$ cat src/inc/pmr_pkg.sv
// Function
// - Hold reset while supply is low; after it rises, run a 128 ms release timer.
// - Keep reset released on falling supply until it drops below 1 V.
// - Idle request bit 0 enters idle; sleep request bit 1 enters power-down.
// - Idle keeps oscillator and peripheral clocks running, stops the core clock.
// - Idle preserves core registers; port pins and DAC outputs keep their states.
// - Idle drives address latch strobe and program store strobe high.
// - Idle ends on any enabled interrupt or hardware reset.
// - Power-down stops PLL and core clock; oscillator stops only if off-in-sleep set.
// - Power-down shuts all peripherals except the interval wake timer.
// - Power-down keeps port levels, floats DAC, drives both strobes low.
// - External reset in power-down returns to normal with registers at defaults.
// - With oscillator running, an enabled interval timer interrupt wakes the device.
// - Serial wake enable lets an enabled serial interrupt wake from power-down.
// - External interrupt zero wake enable lets that interrupt wake from power-down.
// - Wake by interrupt resumes after the instruction that requested power-down.
// - After wake, code runs while the PLL relocks for about 1 ms.
// - PLL lock status flag sits at bit 6 of the PLL control register.
// - A stopped oscillator needs about 150 ms startup before PLL lock begins.
`default_nettype none

package pmr_pkg;

    // Clock rate of the block in hertz.
    localparam int unsigned CLK_HZ = 10_000_000;

    // Timing figures as printed, and derived cycle counts.
    localparam int unsigned POR_RELEASE_MS = 128;
    localparam int unsigned PLL_LOCK_US = 1000;
    localparam int unsigned OSC_START_MS = 150;
    localparam int unsigned POR_CYCLES = POR_RELEASE_MS * (CLK_HZ / 1000);
    localparam int unsigned LOCK_CYCLES = PLL_LOCK_US * (CLK_HZ / 1_000_000);
    localparam int unsigned OSC_CYCLES = OSC_START_MS * (CLK_HZ / 1000);

    // Register byte addresses.
    localparam logic [7:0] PWR_CTRL_ADDR = 8'h00;
    localparam logic [7:0] PLL_CTRL_ADDR = 8'h04;
    localparam logic [7:0] MODE_STAT_ADDR = 8'h08;

    // Field positions in the power control register.
    localparam int unsigned IDLE_BIT = 0;
    localparam int unsigned SLEEP_BIT = 1;
    localparam int unsigned SER_WAKE_BIT = 2;
    localparam int unsigned EXT0_WAKE_BIT = 3;
    localparam int unsigned TIMER_EN_BIT = 4;

    // Field positions in the PLL control register.
    localparam int unsigned OSC_OFF_BIT = 3;
    localparam int unsigned LOCK_BIT = 6;

    // Reset values.
    localparam logic [7:0] PWR_CTRL_RST = 8'h00;
    localparam logic [7:0] PLL_CTRL_RST = 8'h00;

    // Operating modes.
    typedef enum logic [2:0] {
        PMR_RESET = 3'b000,
        PMR_NORMAL = 3'b001,
        PMR_IDLE = 3'b010,
        PMR_SLEEP = 3'b011,
        PMR_OSC_START = 3'b100
    } pmr_mode_t;

endpackage : pmr_pkg

`default_nettype wire

$ cat src/rtl/pmr_counter.sv
`default_nettype none

// Down counter that reports done once a loaded count has elapsed.
module pmr_counter #(
    parameter int unsigned WIDTH = 24
) (
    // Clock and reset.
    input wire logic pclk,
    input wire logic presetn,
    input wire logic clk_en,
    // Control.
    input wire logic load,
    input wire logic [WIDTH-1:0] load_val,
    // Status.
    output logic done
);

    logic [WIDTH-1:0] cnt_reg;

    // Load restarts the wait; the count then runs down to zero.
    always_ff @(posedge pclk or negedge presetn)
    begin
        if (!presetn)
        begin
            cnt_reg <= '0;
        end
        else if (clk_en)
        begin
            if (load)
            begin
                cnt_reg <= load_val;
            end
            else if (cnt_reg != '0)
            begin
                cnt_reg <= cnt_reg - 1'b1;
            end
        end
    end

    // Done while no wait is pending.
    assign done = (cnt_reg == '0) && !load;

endmodule : pmr_counter

`default_nettype wire

$ cat src/rtl/pmr_supply_mon.sv
`default_nettype none

// Supply-threshold reset with hysteresis, driven by comparator levels.
module pmr_supply_mon #(
    parameter int unsigned POR_CNT = pmr_pkg::POR_CYCLES
) (
    // Clock and reset.
    input wire logic pclk,
    input wire logic presetn,
    input wire logic clk_en,
    // Comparator levels.
    input wire logic supply_above_hi,
    input wire logic supply_above_lo,
    // Result.
    output logic por_active
);
    import pmr_pkg::*;

    logic armed_reg;
    logic load;
    logic done;

    // Arm when the high threshold is crossed; disarm only below the low one.
    always_ff @(posedge pclk or negedge presetn)
    begin
        if (!presetn)
        begin
            armed_reg <= 1'b0;
        end
        else if (clk_en)
        begin
            if (!supply_above_lo)
            begin
                armed_reg <= 1'b0;
            end
            else if (supply_above_hi)
            begin
                armed_reg <= 1'b1;
            end
        end
    end

    // Release timer restarts each time the supply is not yet armed.
    assign load = !armed_reg;

    pmr_counter #(
        .WIDTH(24)
    ) u_por_cnt (
        .pclk(pclk),
        .presetn(presetn),
        .clk_en(clk_en),
        .load(load),
        .load_val(24'(POR_CNT)),
        .done(done)
    );

    // Reset holds until armed and the release timer has run out.
    assign por_active = !(armed_reg && done);

endmodule : pmr_supply_mon

`default_nettype wire

$ cat src/rtl/pmr_top.sv
// The implementer's own choices: register access over APB and the address map.
`default_nettype none

// Power mode and reset control with APB register access.
module pmr_top #(
    parameter int unsigned POR_CNT = pmr_pkg::POR_CYCLES,
    parameter int unsigned LOCK_CNT = pmr_pkg::LOCK_CYCLES,
    parameter int unsigned OSC_CNT = pmr_pkg::OSC_CYCLES
) (
    // Clock, reset and enable.
    input wire logic pclk,
    input wire logic presetn,
    input wire logic clk_en,
    // APB slave.
    input wire logic psel,
    input wire logic penable,
    input wire logic pwrite,
    input wire logic [7:0] paddr,
    input wire logic [31:0] pwdata,
    output logic [31:0] prdata,
    output logic pready,
    output logic pslverr,
    // Supply comparators and external reset pin.
    input wire logic supply_above_hi,
    input wire logic supply_above_lo,
    input wire logic ext_reset,
    // Wake sources, already gated by their own interrupt enables.
    input wire logic any_irq_enabled,
    input wire logic interval_wake_timer_irq,
    input wire logic serial_irq,
    input wire logic external_interrupt_zero_irq,
    // Clock gating and pin control.
    output logic core_reset,
    output logic core_clk_en,
    output logic periph_clk_en,
    output logic pll_en,
    output logic osc_en,
    output logic timer_clk_en,
    output logic hold_pins,
    output logic dac_hiz,
    output logic strobe_force,
    output logic strobe_level,
    output logic resume_after_sleep
);
    import pmr_pkg::*;

    ////////////////////////////////////////////////////////////////////////
    // Declarations.

    pmr_mode_t mode_reg;
    pmr_mode_t mode_next;
    logic [7:0] power_control_reg;
    logic [7:0] pll_control_reg;
    logic por_active;
    logic sys_rst;
    logic lock_load;
    logic lock_done;
    logic osc_load;
    logic osc_done;
    logic pll_locked;
    logic wr_acc;
    logic rd_acc;
    logic sleep_wake;
    logic [31:0] rd_next;

    ////////////////////////////////////////////////////////////////////////
    // Reset sources.

    pmr_supply_mon #(
        .POR_CNT(POR_CNT)
    ) u_supply (
        .pclk(pclk),
        .presetn(presetn),
        .clk_en(clk_en),
        .supply_above_hi(supply_above_hi),
        .supply_above_lo(supply_above_lo),
        .por_active(por_active)
    );

    // Supply reset or the external pin resets the mode register and both control registers.
    assign sys_rst = por_active || ext_reset;

    ////////////////////////////////////////////////////////////////////////
    // Bus decode.

    // Access phase; the slave answers with zero wait states.
    assign wr_acc = psel && penable && pwrite;
    assign rd_acc = psel && penable && !pwrite;

    ////////////////////////////////////////////////////////////////////////
    // Wake decode.

    // Power-down wake sources, each behind its own enable.
    assign sleep_wake =
        (interval_wake_timer_irq && power_control_reg[TIMER_EN_BIT]
            && !pll_control_reg[OSC_OFF_BIT])
        || (serial_irq && power_control_reg[SER_WAKE_BIT])
        || (external_interrupt_zero_irq && power_control_reg[EXT0_WAKE_BIT]);

    ////////////////////////////////////////////////////////////////////////
    // Mode sequencing.

    // Next mode from request bits, wake events and oscillator startup.
    always_comb
    begin
        mode_next = mode_reg;
        unique case (mode_reg)
            PMR_RESET:
            begin
                mode_next = PMR_NORMAL;
            end
            PMR_NORMAL:
            begin
                if (power_control_reg[SLEEP_BIT])
                begin
                    mode_next = PMR_SLEEP;
                end
                else if (power_control_reg[IDLE_BIT])
                begin
                    mode_next = PMR_IDLE;
                end
            end
            PMR_IDLE:
            begin
                if (any_irq_enabled)
                begin
                    mode_next = PMR_NORMAL;
                end
            end
            PMR_SLEEP:
            begin
                if (sleep_wake)
                begin
                    mode_next = pll_control_reg[OSC_OFF_BIT] ? PMR_OSC_START : PMR_NORMAL;
                end
            end
            PMR_OSC_START:
            begin
                if (osc_done)
                begin
                    mode_next = PMR_NORMAL;
                end
            end
            default:
            begin
                mode_next = PMR_RESET;
            end
        endcase
    end

    // Mode register; a reset always lands in the reset mode first.
    always_ff @(posedge pclk or negedge presetn)
    begin
        if (!presetn)
        begin
            mode_reg <= PMR_RESET;
        end
        else if (clk_en)
        begin
            if (sys_rst)
            begin
                mode_reg <= PMR_RESET;
            end
            else
            begin
                mode_reg <= mode_next;
            end
        end
    end

    ////////////////////////////////////////////////////////////////////////
    // Software registers.

    // Power control: request bits self-clear when the mode is left.
    always_ff @(posedge pclk or negedge presetn)
    begin
        if (!presetn)
        begin
            power_control_reg <= PWR_CTRL_RST;
        end
        else if (clk_en)
        begin
            if (sys_rst)
            begin
                power_control_reg <= PWR_CTRL_RST;
            end
            else if (wr_acc && paddr == PWR_CTRL_ADDR)
            begin
                power_control_reg <= pwdata[7:0];
            end
            else if ((mode_reg == PMR_IDLE || mode_reg == PMR_SLEEP)
                && mode_next != mode_reg)
            begin
                power_control_reg[IDLE_BIT] <= 1'b0;
                power_control_reg[SLEEP_BIT] <= 1'b0;
            end
        end
    end

    // PLL control: only the oscillator-off bit is writable.
    always_ff @(posedge pclk or negedge presetn)
    begin
        if (!presetn)
        begin
            pll_control_reg <= PLL_CTRL_RST;
        end
        else if (clk_en)
        begin
            if (sys_rst)
            begin
                pll_control_reg <= PLL_CTRL_RST;
            end
            else if (wr_acc && paddr == PLL_CTRL_ADDR)
            begin
                pll_control_reg[OSC_OFF_BIT] <= pwdata[OSC_OFF_BIT];
            end
        end
    end

    ////////////////////////////////////////////////////////////////////////
    // PLL lock and oscillator startup timing.

    // Lock wait restarts whenever the PLL is off or the oscillator is starting.
    assign lock_load = (mode_reg == PMR_SLEEP) || (mode_reg == PMR_OSC_START)
        || (mode_reg == PMR_RESET);
    assign osc_load = (mode_reg == PMR_SLEEP);

    pmr_counter #(
        .WIDTH(24)
    ) u_lock_cnt (
        .pclk(pclk),
        .presetn(presetn),
        .clk_en(clk_en),
        .load(lock_load),
        .load_val(24'(LOCK_CNT)),
        .done(lock_done)
    );

    pmr_counter #(
        .WIDTH(24)
    ) u_osc_cnt (
        .pclk(pclk),
        .presetn(presetn),
        .clk_en(clk_en),
        .load(osc_load),
        .load_val(24'(OSC_CNT)),
        .done(osc_done)
    );

    assign pll_locked = lock_done && !lock_load;

    ////////////////////////////////////////////////////////////////////////
    // Read data.

    // Read mux; unmapped addresses read zero without error.
    always_comb
    begin
        rd_next = 32'h0000_0000;
        unique case (paddr)
            PWR_CTRL_ADDR:
            begin
                rd_next[7:0] = power_control_reg;
            end
            PLL_CTRL_ADDR:
            begin
                rd_next[7:0] = pll_control_reg;
                rd_next[LOCK_BIT] = pll_locked;
            end
            MODE_STAT_ADDR:
            begin
                rd_next[2:0] = mode_reg;
            end
            default:
            begin
                rd_next = 32'h0000_0000;
            end
        endcase
    end

    // Bus outputs registered; pready high so every access takes two cycles.
    always_ff @(posedge pclk or negedge presetn)
    begin
        if (!presetn)
        begin
            prdata <= 32'h0000_0000;
            pready <= 1'b0;
            pslverr <= 1'b0;
        end
        else if (clk_en)
        begin
            pready <= 1'b1;
            pslverr <= 1'b0;
            if (psel && !penable && !pwrite)
            begin
                prdata <= rd_next;
            end
        end
    end

    ////////////////////////////////////////////////////////////////////////
    // Clock gating and pin control outputs.

    // Gating outputs registered from the next mode; core_reset from the current mode.
    always_ff @(posedge pclk or negedge presetn)
    begin
        if (!presetn)
        begin
            core_reset <= 1'b1;
            core_clk_en <= 1'b0;
            periph_clk_en <= 1'b0;
            pll_en <= 1'b0;
            osc_en <= 1'b1;
            timer_clk_en <= 1'b0;
            hold_pins <= 1'b0;
            dac_hiz <= 1'b0;
            strobe_force <= 1'b0;
            strobe_level <= 1'b0;
            resume_after_sleep <= 1'b0;
        end
        else if (clk_en)
        begin
            core_reset <= sys_rst || mode_reg == PMR_RESET;
            core_clk_en <= !sys_rst && mode_next != PMR_IDLE
                && mode_next != PMR_SLEEP && mode_next != PMR_OSC_START;
            periph_clk_en <= !sys_rst && mode_next != PMR_SLEEP
                && mode_next != PMR_OSC_START;
            pll_en <= mode_next != PMR_SLEEP && mode_next != PMR_OSC_START;
            osc_en <= !(mode_next == PMR_SLEEP && pll_control_reg[OSC_OFF_BIT]);
            timer_clk_en <= power_control_reg[TIMER_EN_BIT]
                && !(mode_next == PMR_SLEEP && pll_control_reg[OSC_OFF_BIT]);
            hold_pins <= mode_next == PMR_IDLE || mode_next == PMR_SLEEP;
            dac_hiz <= mode_next == PMR_SLEEP;
            strobe_force <= mode_next == PMR_IDLE || mode_next == PMR_SLEEP;
            strobe_level <= mode_next == PMR_IDLE;
            resume_after_sleep <= mode_reg == PMR_SLEEP && mode_next != PMR_SLEEP;
        end
    end

    ////////////////////////////////////////////////////////////////////////
    // Assertions.

    a_idle_strobes_high: assert property (@(posedge pclk) disable iff (!presetn)
        (clk_en && !sys_rst && mode_next == PMR_IDLE) |=> (strobe_force && strobe_level))
        else $error("Strobes not high in idle.");

    a_sleep_strobes_low: assert property (@(posedge pclk) disable iff (!presetn)
        (clk_en && !sys_rst && mode_next == PMR_SLEEP) |=> (strobe_force && !strobe_level
            && dac_hiz))
        else $error("Strobes or DAC wrong in power-down.");

    a_idle_core_stop: assert property (@(posedge pclk) disable iff (!presetn)
        (clk_en && mode_next == PMR_IDLE) |=> (!core_clk_en && pll_en && osc_en))
        else $error("Idle clocking wrong.");

    a_sleep_pll_off: assert property (@(posedge pclk) disable iff (!presetn)
        (clk_en && mode_next == PMR_SLEEP) |=> (!pll_en && !core_clk_en
            && osc_en == !$past(pll_control_reg[OSC_OFF_BIT])))
        else $error("Power-down clocking wrong.");

    a_idle_wake_irq: assert property (@(posedge pclk) disable iff (!presetn)
        (clk_en && mode_reg == PMR_IDLE && any_irq_enabled && !sys_rst)
            |=> mode_reg == PMR_NORMAL)
        else $error("Idle did not end on interrupt.");

    a_ser_wake: assert property (@(posedge pclk) disable iff (!presetn)
        (clk_en && !sys_rst && mode_reg == PMR_SLEEP && serial_irq
            && power_control_reg[SER_WAKE_BIT]) |=> mode_reg != PMR_SLEEP)
        else $error("Serial wake missed.");

    a_ext0_wake: assert property (@(posedge pclk) disable iff (!presetn)
        (clk_en && !sys_rst && mode_reg == PMR_SLEEP && external_interrupt_zero_irq
            && power_control_reg[EXT0_WAKE_BIT]) |=> mode_reg != PMR_SLEEP)
        else $error("External interrupt wake missed.");

    a_ext_reset_mode: assert property (@(posedge pclk) disable iff (!presetn)
        (clk_en && ext_reset) |=> (mode_reg == PMR_RESET && power_control_reg == 8'h00))
        else $error("External reset did not reset mode.");

    a_lock_after_sleep: assert property (@(posedge pclk) disable iff (!presetn)
        (clk_en && mode_reg == PMR_SLEEP) |=> !pll_locked)
        else $error("Lock reported during power-down.");

endmodule : pmr_top

`default_nettype wire

$ cat config.mk
export PLATFORM = sky130hd
export DESIGN_NAME = pmr_top
export DESIGN_NICKNAME = d
export VERILOG_FILES = /design/src/inc/pmr_pkg.sv /design/src/rtl/pmr_counter.sv /design/src/rtl/pmr_supply_mon.sv /design/src/rtl/pmr_top.sv
export SDC_FILE = /design/constraint.sdc
export NUM_CORES = 1
export LEC_CHECK = 0
export BUFFER_PORTS_ARGS = -buffer_cell sky130_fd_sc_hd__clkbuf_2
export CORE_ASPECT_RATIO = 0.5
export CORE_MARGIN = 5
export CORE_UTILIZATION = 45
export CTS_BUF_LIST = sky130_fd_sc_hd__clkbuf_4 sky130_fd_sc_hd__clkbuf_8
export DETAILED_ROUTE_END_ITERATION = 12
export PLACE_DENSITY = 0.74
export SYNTH_ARGS = -nofsm -noshare
export SYNTH_HDL_FRONTEND = slang
export SYNTH_HIERARCHICAL = 1
export SYNTH_SLANG_ARGS = --single-unit
$ cat constraint.sdc
create_clock -name pclk -period 2.4 [get_ports pclk]
set_input_delay 0.36 -clock pclk [delete_from_list [all_inputs] [get_ports pclk]]
set_output_delay 0.36 -clock pclk [all_outputs]
set_load 0.02 [all_outputs]
== Yosys cells after proc, flatten, opt, wreduce, memory -nomap -nowiden ==
Index checks and enable logic that the tools add are counted.
W data, S select, Z words.
Word-level totals
  register bits after elaboration: 104
  output and inout bits: 45
  memories kept: 0
  latch bits: 0
  bits in read-only memories: 0
  RAM bits: 0
Cells by class
  bitwise operators: 0
  reduce and logical (&&, ||, !) cells: 62
  multiply operators: 0
  $lt $le $gt $ge: 0
  shift-type cells: 0
  mux-type cells: 24
  div/mod/pow operators: 0
  $add $sub $neg: 3
  eq/ne operators: 14
Operators with widths (count)
  $mux W24: 6
  $logic_not A24 Y1: 3
  $reduce_bool A24 Y1: 3
  $sub A24 B1 Y24 const B: 3
  $logic_and A1 B1 Y1: 25
  $mux W3: 7
  $reduce_and A2 Y1: 8
  $pmux W3 S5: 1
  $eq A3 B2 Y1 const B: 4
  $pmux W5 S2: 1
  $eq A8 B3 Y1 const B: 1
  $eq A8 B4 Y1 const B: 1
  $logic_not A1 Y1: 8
  $logic_not A8 Y1: 1
  $logic_or A1 B1 Y1: 8
  $mux W8: 1
  $reduce_bool A2 Y1: 4
  $mux W6: 1
  $ne A3 B2 Y1 const B: 2
  $pmux W3 S2: 1
  $mux W1: 4
  $mux W2: 2
  $ne A2 B2 Y1 const B: 2
  $eq A3 B1 Y1 const B: 1
  other kinds (5): 5

== Logic depth before layout (Yosys ltp) ==
  depth in word-level cells: 11
  mapped depth: 11

== Hierarchy ==
The synthesis kept the hierarchy.
Modules (own cells, without submodules)
  pmr_counter (u_lock_cnt ...): seq. area each 600.6 um2, area an instance 1577.8 um2, cells an instance 187, times used 2
  pmr_top: seq. area each 778.2 um2, area an instance 1724.2 um2, cells an instance 178, times used 1
  pmr_counter (u_supply.u_por_cnt): seq. area each 600.6 um2, area an instance 1549.0 um2, cells an instance 194, times used 1
  pmr_supply_mon: seq. area each 25.0 um2, area an instance 53.8 um2, cells an instance 8, times used 1

== Worst setup path after synthesis ==
OpenSTA, ideal clock, no wires.
  kind: register -> register
  from: reg u_osc_cnt.cnt_reg[6]
  to: reg timer_clk_en
  path buffers: 2
  clock period less this slack: 2.520 ns
  setup slack: -0.120 ns
  arrival time: 2.382 ns
  data required time: 2.262 ns
  stages on the path, launching flop included: 10
  library setup time: 0.138 ns
  path through: dfrtp_1 or4_1 buf_2 or4_4 buf_6 nor3_1 o2bb2ai_1 a32oi_1 nor2_2 a31oi_1
On the way
  word-level cells in the longest chain between the ends: 8
Ends and longest elaborated chain
  start, declared: RTL line pmr_counter.sv:18  | logic [WIDTH-1:0] cnt_reg;
  start signal, assigned: RTL line pmr_counter.sv:31  | cnt_reg <= load_val;
  start signal, assigned: RTL line pmr_counter.sv:35  | cnt_reg <= cnt_reg - 1'b1;
  $logic_not A24 Y1: RTL line pmr_counter.sv:41  | assign done = (cnt_reg == '0) && !load;
  $logic_and A1 B1 Y1: RTL line pmr_counter.sv:41
  net osc_done: RTL line pmr_top.sv:59  | logic osc_done;
  $mux W3: RTL line pmr_top.sv:139  | if (osc_done)
  $pmux W3 S5: RTL line pmr_top.sv:107  | unique case (mode_reg)
  $eq A3 B2 Y1: RTL line pmr_top.sv:330  | && !(mode_next == PMR_SLEEP && pll_control_reg[OSC_OFF_BIT]);
  $logic_and A1 B1 Y1: RTL line pmr_top.sv:330
  $logic_not A1 Y1: RTL line pmr_top.sv:330
  $logic_and A1 B1 Y1: RTL line pmr_top.sv:330
  end signal, assigned: RTL line pmr_top.sv:329  | timer_clk_en <= power_control_reg[TIMER_EN_BIT]
  end, declared: RTL line pmr_top.sv:38  | output logic timer_clk_en,
The timed path passes the listed nets, and every way through them passes these cells.
A chain may end at the register's enable or synchronous reset.

== Worst setup path after layout ==
  from: reg u_osc_cnt.cnt_reg[12]
  to: reg periph_clk_en
On the way
  word-level cells in the longest chain between the ends: 7
  elaborated cells on any way between the ends: 8
Ends and longest elaborated chain
  $logic_not A24 Y1 *: RTL line pmr_counter.sv:41
  $logic_and A1 B1 Y1 *: RTL line pmr_counter.sv:41
  net osc_done: RTL line pmr_top.sv:59
  $mux W3 *: RTL line pmr_top.sv:139
  $pmux W3 S5 *: RTL line pmr_top.sv:107
  $ne A3 B2 Y1: RTL line pmr_top.sv:325  | periph_clk_en <= !sys_rst && mode_next != PMR_SLEEP
  $logic_and A1 B1 Y1: RTL line pmr_top.sv:325
  $logic_and A1 B1 Y1 *: RTL line pmr_top.sv:326  | && mode_next != PMR_OSC_START;
  end signal, assigned: RTL line pmr_top.sv:325
  end, declared: RTL line pmr_top.sv:35  | output logic periph_clk_en,
The timed path passes the listed nets; every way through them passes the cells marked *.

==> results.md <==
* Status: complete, but fails checks
* Violated checks: negative hold slack, negative setup slack
* Hold Vio Cnt, Final at 1
* Crit. path cell count at 7
* Initial Util at 45.4%
* Initial antenna violation count at 0
* Slew margin rel. at 59.6%
* Critical Path, Cell by Cell: or4_4, or4_4, nor3_4, nor4_1, a31oi_1, nand2_1, o22ai_1
* Max Root-Sink Buffers at 2
* Vias/cell at 5.49
* Mean Syn Cell Area at 8.60 sq um
* Critical R2R Capture: periph_clk_en
* Top cell type by total area after synthesis: dfrtp_1
* Fin crit period at 2.43 ns
* Grt ovf at 0
* Net Sw Frac at 33.9%
* Max_cap viols at 0
* Total Wirelength at 16,000 um
* Startpoint Class: flip-flop
* RSZ-0062 raised after global routing: true
* Static leakage at 3.37 nW
* Die Area at 0.0171 sq mm
* Switching Power at 0.00154 W
* Final Power at 0.00453 W
* CP delay by family, top: simple AND/OR/NAND/NOR gates
* Crit path buf inv count at 0
* IO Count at 98
* Register-to-register setup slack at -0.03 ns
* Cts bufs inserted at 9
* Share of power burned in registers at 48.0%
* DRT Pass-1 Iters at 5
* Register area at 0.00261 sq mm
* CTS tree: yes
* R2R depth at 7
* Critical path type: reg2reg
* Final setup margin at -0.0252 ns
* Synth Register Bits at 104
* Period utilization at 101%
* Final #Nets at 968
* Final core utilization at 55.3%
* Area growth, synth to finish at 21.8%
* Worst stage delay on the critical path at 0.56 ns
* Ant. Diodes at 0
* Worst-path maximum fanout at 6
* Worst hold slack at -0.00157 ns
* Core area at 0.0143 sq mm
* Buffers on Ports at 48
* FF-to-FF Start: u_osc_cnt/cnt_reg[12]
* Largest net degree at the start of global routing at 105
* Gate power share at 26.6%
* DRC Markers at 0
* Detailed placer's ending HPWL at 11,000 um
* Global-route wire length before repair at 26,600 um
* Critical-path top delay cell: or4_4
* Max VDD drop at 0.266 mV
* HP Class: in2async
* Slew Viols, Final at 0
* Max Clk Rate at 412 MHz
* Share of cells above drive strength 1 at 22.1%
* Multi-input gate area at 0.00387 sq mm
* Clk_lat worst skew at 0.38 ns
* Detail Route Antenna Nets at 0
* Ys Warns at 6
* Rows at 31
* Worst slew pin tran at 0.607 ns
* Synth Cell Area at 0.00648 sq mm
* Sequential-to-total area share from yosys stat at 40.2%
* Cell variety after synth at 66
* Via count at 6,105
* Gr usage total at 18.3%
* PD cells at 574 mW/mm^2
* Layout fillers at 1,338
* Clk sink count at 104
* H-tree levels at 3
* DIE HEIGHT at 94.9 um
* Most used DFF post-synth: dfrtp_1
* CP arrival at 2.73 ns
* Clock power frac at 25.4%
* Crit path capture type: flip-flop
* Clock Skews at 0.0174 ns
* Yosys top cell area share at 39.4%
* EDFF count, synth at 0
* Root Driver: clkbuf_8
* Internal at 0.00300 W
* Wire per inst at 14.3 um
* Vias in the first global route at 5,740
* CTS clk-pin slew, worst paths at 0.12 ns
* Critical Path RT at 2.71 ns
* Cell repeated most along the worst path: or4_4
* DRT iter0 DRCs at 409
* Final setup violation count at 2
* GP Congestion at 0.839
* Ys async rst share at 100%
* Die width at 180 um
* Syn Inst Count at 754
* Top cells by area, synth: dfrtp_1, nor2_1, o21ai_0
worst max-delay path by stage:
stage                          startpoint               endpoint  slack [ns]
floorplan           u_osc_cnt/cnt_reg[12]  u_osc_cnt/cnt_reg[15]        0.03
global placement    u_osc_cnt/cnt_reg[19]  u_osc_cnt/cnt_reg[23]       -0.02
detailed placement  u_osc_cnt/cnt_reg[19]  u_osc_cnt/cnt_reg[16]       -0.04
CTS                 u_osc_cnt/cnt_reg[11]  u_osc_cnt/cnt_reg[14]      -0.007
global route        u_osc_cnt/cnt_reg[12]          periph_clk_en       -0.11
finish              u_osc_cnt/cnt_reg[12]          periph_clk_en       -0.03
placed cells by master (no fill, tap or decap), types with 9 or more instances in the layout:
cell	count
a21oi_1	49
a22oi_1	20
a31oi_1	10
buf_4	71
clkbuf_2	47
clkbuf_8	9
conb_1	97
dfrtp_1	102
inv_1	29
mux2i_1	13
nand2_1	40
nand3_1	22
nor2_1	80
nor3_1	31
nor4_1	23
o21ai_0	59
o22ai_1	18
o2bb2ai_1	15
or4_1	13
or4_4	10
synthesized netlist by cell type (23+ instances only):
master	instances
o21ai_0	59
inv_1	29
buf_4	29
nor2_1	81
o22ai_1	23
nor4_1	26
a21oi_1	50
nand2_1	40
nor3_1	36
dfrtp_1	102
nand3_1	23
clkbuf_1	25
power by group through the flow:
stage / Sequential, W / Combinational, W / Clock (W)
floorplan: 0.00219 / 0.000730 / 0
global placement: 0.00219 / 0.00111 / 0
detailed placement: 0.00220 / 0.00116 / 0
CTS: 0.00217 / 0.00118 / 0.00118
global route: 0.00221 / 0.00136 / 0.00124
finish: 0.00218 / 0.00121 / 0.00115
cells by family after synthesis:
| kind of cell | Yosys count | share of synthesized area, % |
|---|---|---|
| muxes | 15 | 2.35 |
| buffers and inverters | 104 | 8.57 |
| and+or+nand+nor | 277 | 23.0 |
| adders and majority gates | 6 | 1.16 |
| other | 4 | 0.232 |
| AOI/OAI and AO/OA | 244 | 24.5 |
| DFF | 104 | 40.2 |
metrics by stage:
stage	TNS [ns]	setup WS [ns]	hold slack [ns]	cells	area, sq um
2_1_floorplan	0	0.0289	0.0644	847	6860
3_3_place_gp	-0.0381	-0.0209	0.451	1088	7450
3_5_place_dp	-0.261	-0.0400	0.455	1088	7450
4_1_cts	-0.00728	-0.00728	0.0510	1106	7700
5_1_grt	-0.904	-0.106	0.0652	1112	7900
6_report	-0.0466	-0.0252	-0.00157	1112	7900
layer usage:
metal  share of wire (%)  vias to the layer above  track usage [%]
met5                   0                        -                0
met4                0.65                        0             3.61
met3                 4.0                        7             2.85
met2                  51                      144             33.9
met1                  45                     2950             23.2
li1                    -                     3004                -
area by class of cell:
type	instances	share of cell area [%]
Clock buffer	9	1.57
Clock inverter	7	1.03
Inverter	30	1.43
Multi-Input combinational cell	639	49.0
Sequential cell	104	33.0
Tap cell	198	3.14
Timing Repair Buffer	125	10.8
what timing repair did:
action,in CTS,in global routing
endpoints found under the setup margin,18,57
gates resized for setup,6,31
buffers inserted,2,5
gates cloned,0,1
pin swaps,3,15
hold buffers,0,0
Note: power is estimated with default switching activity, not from simulation.
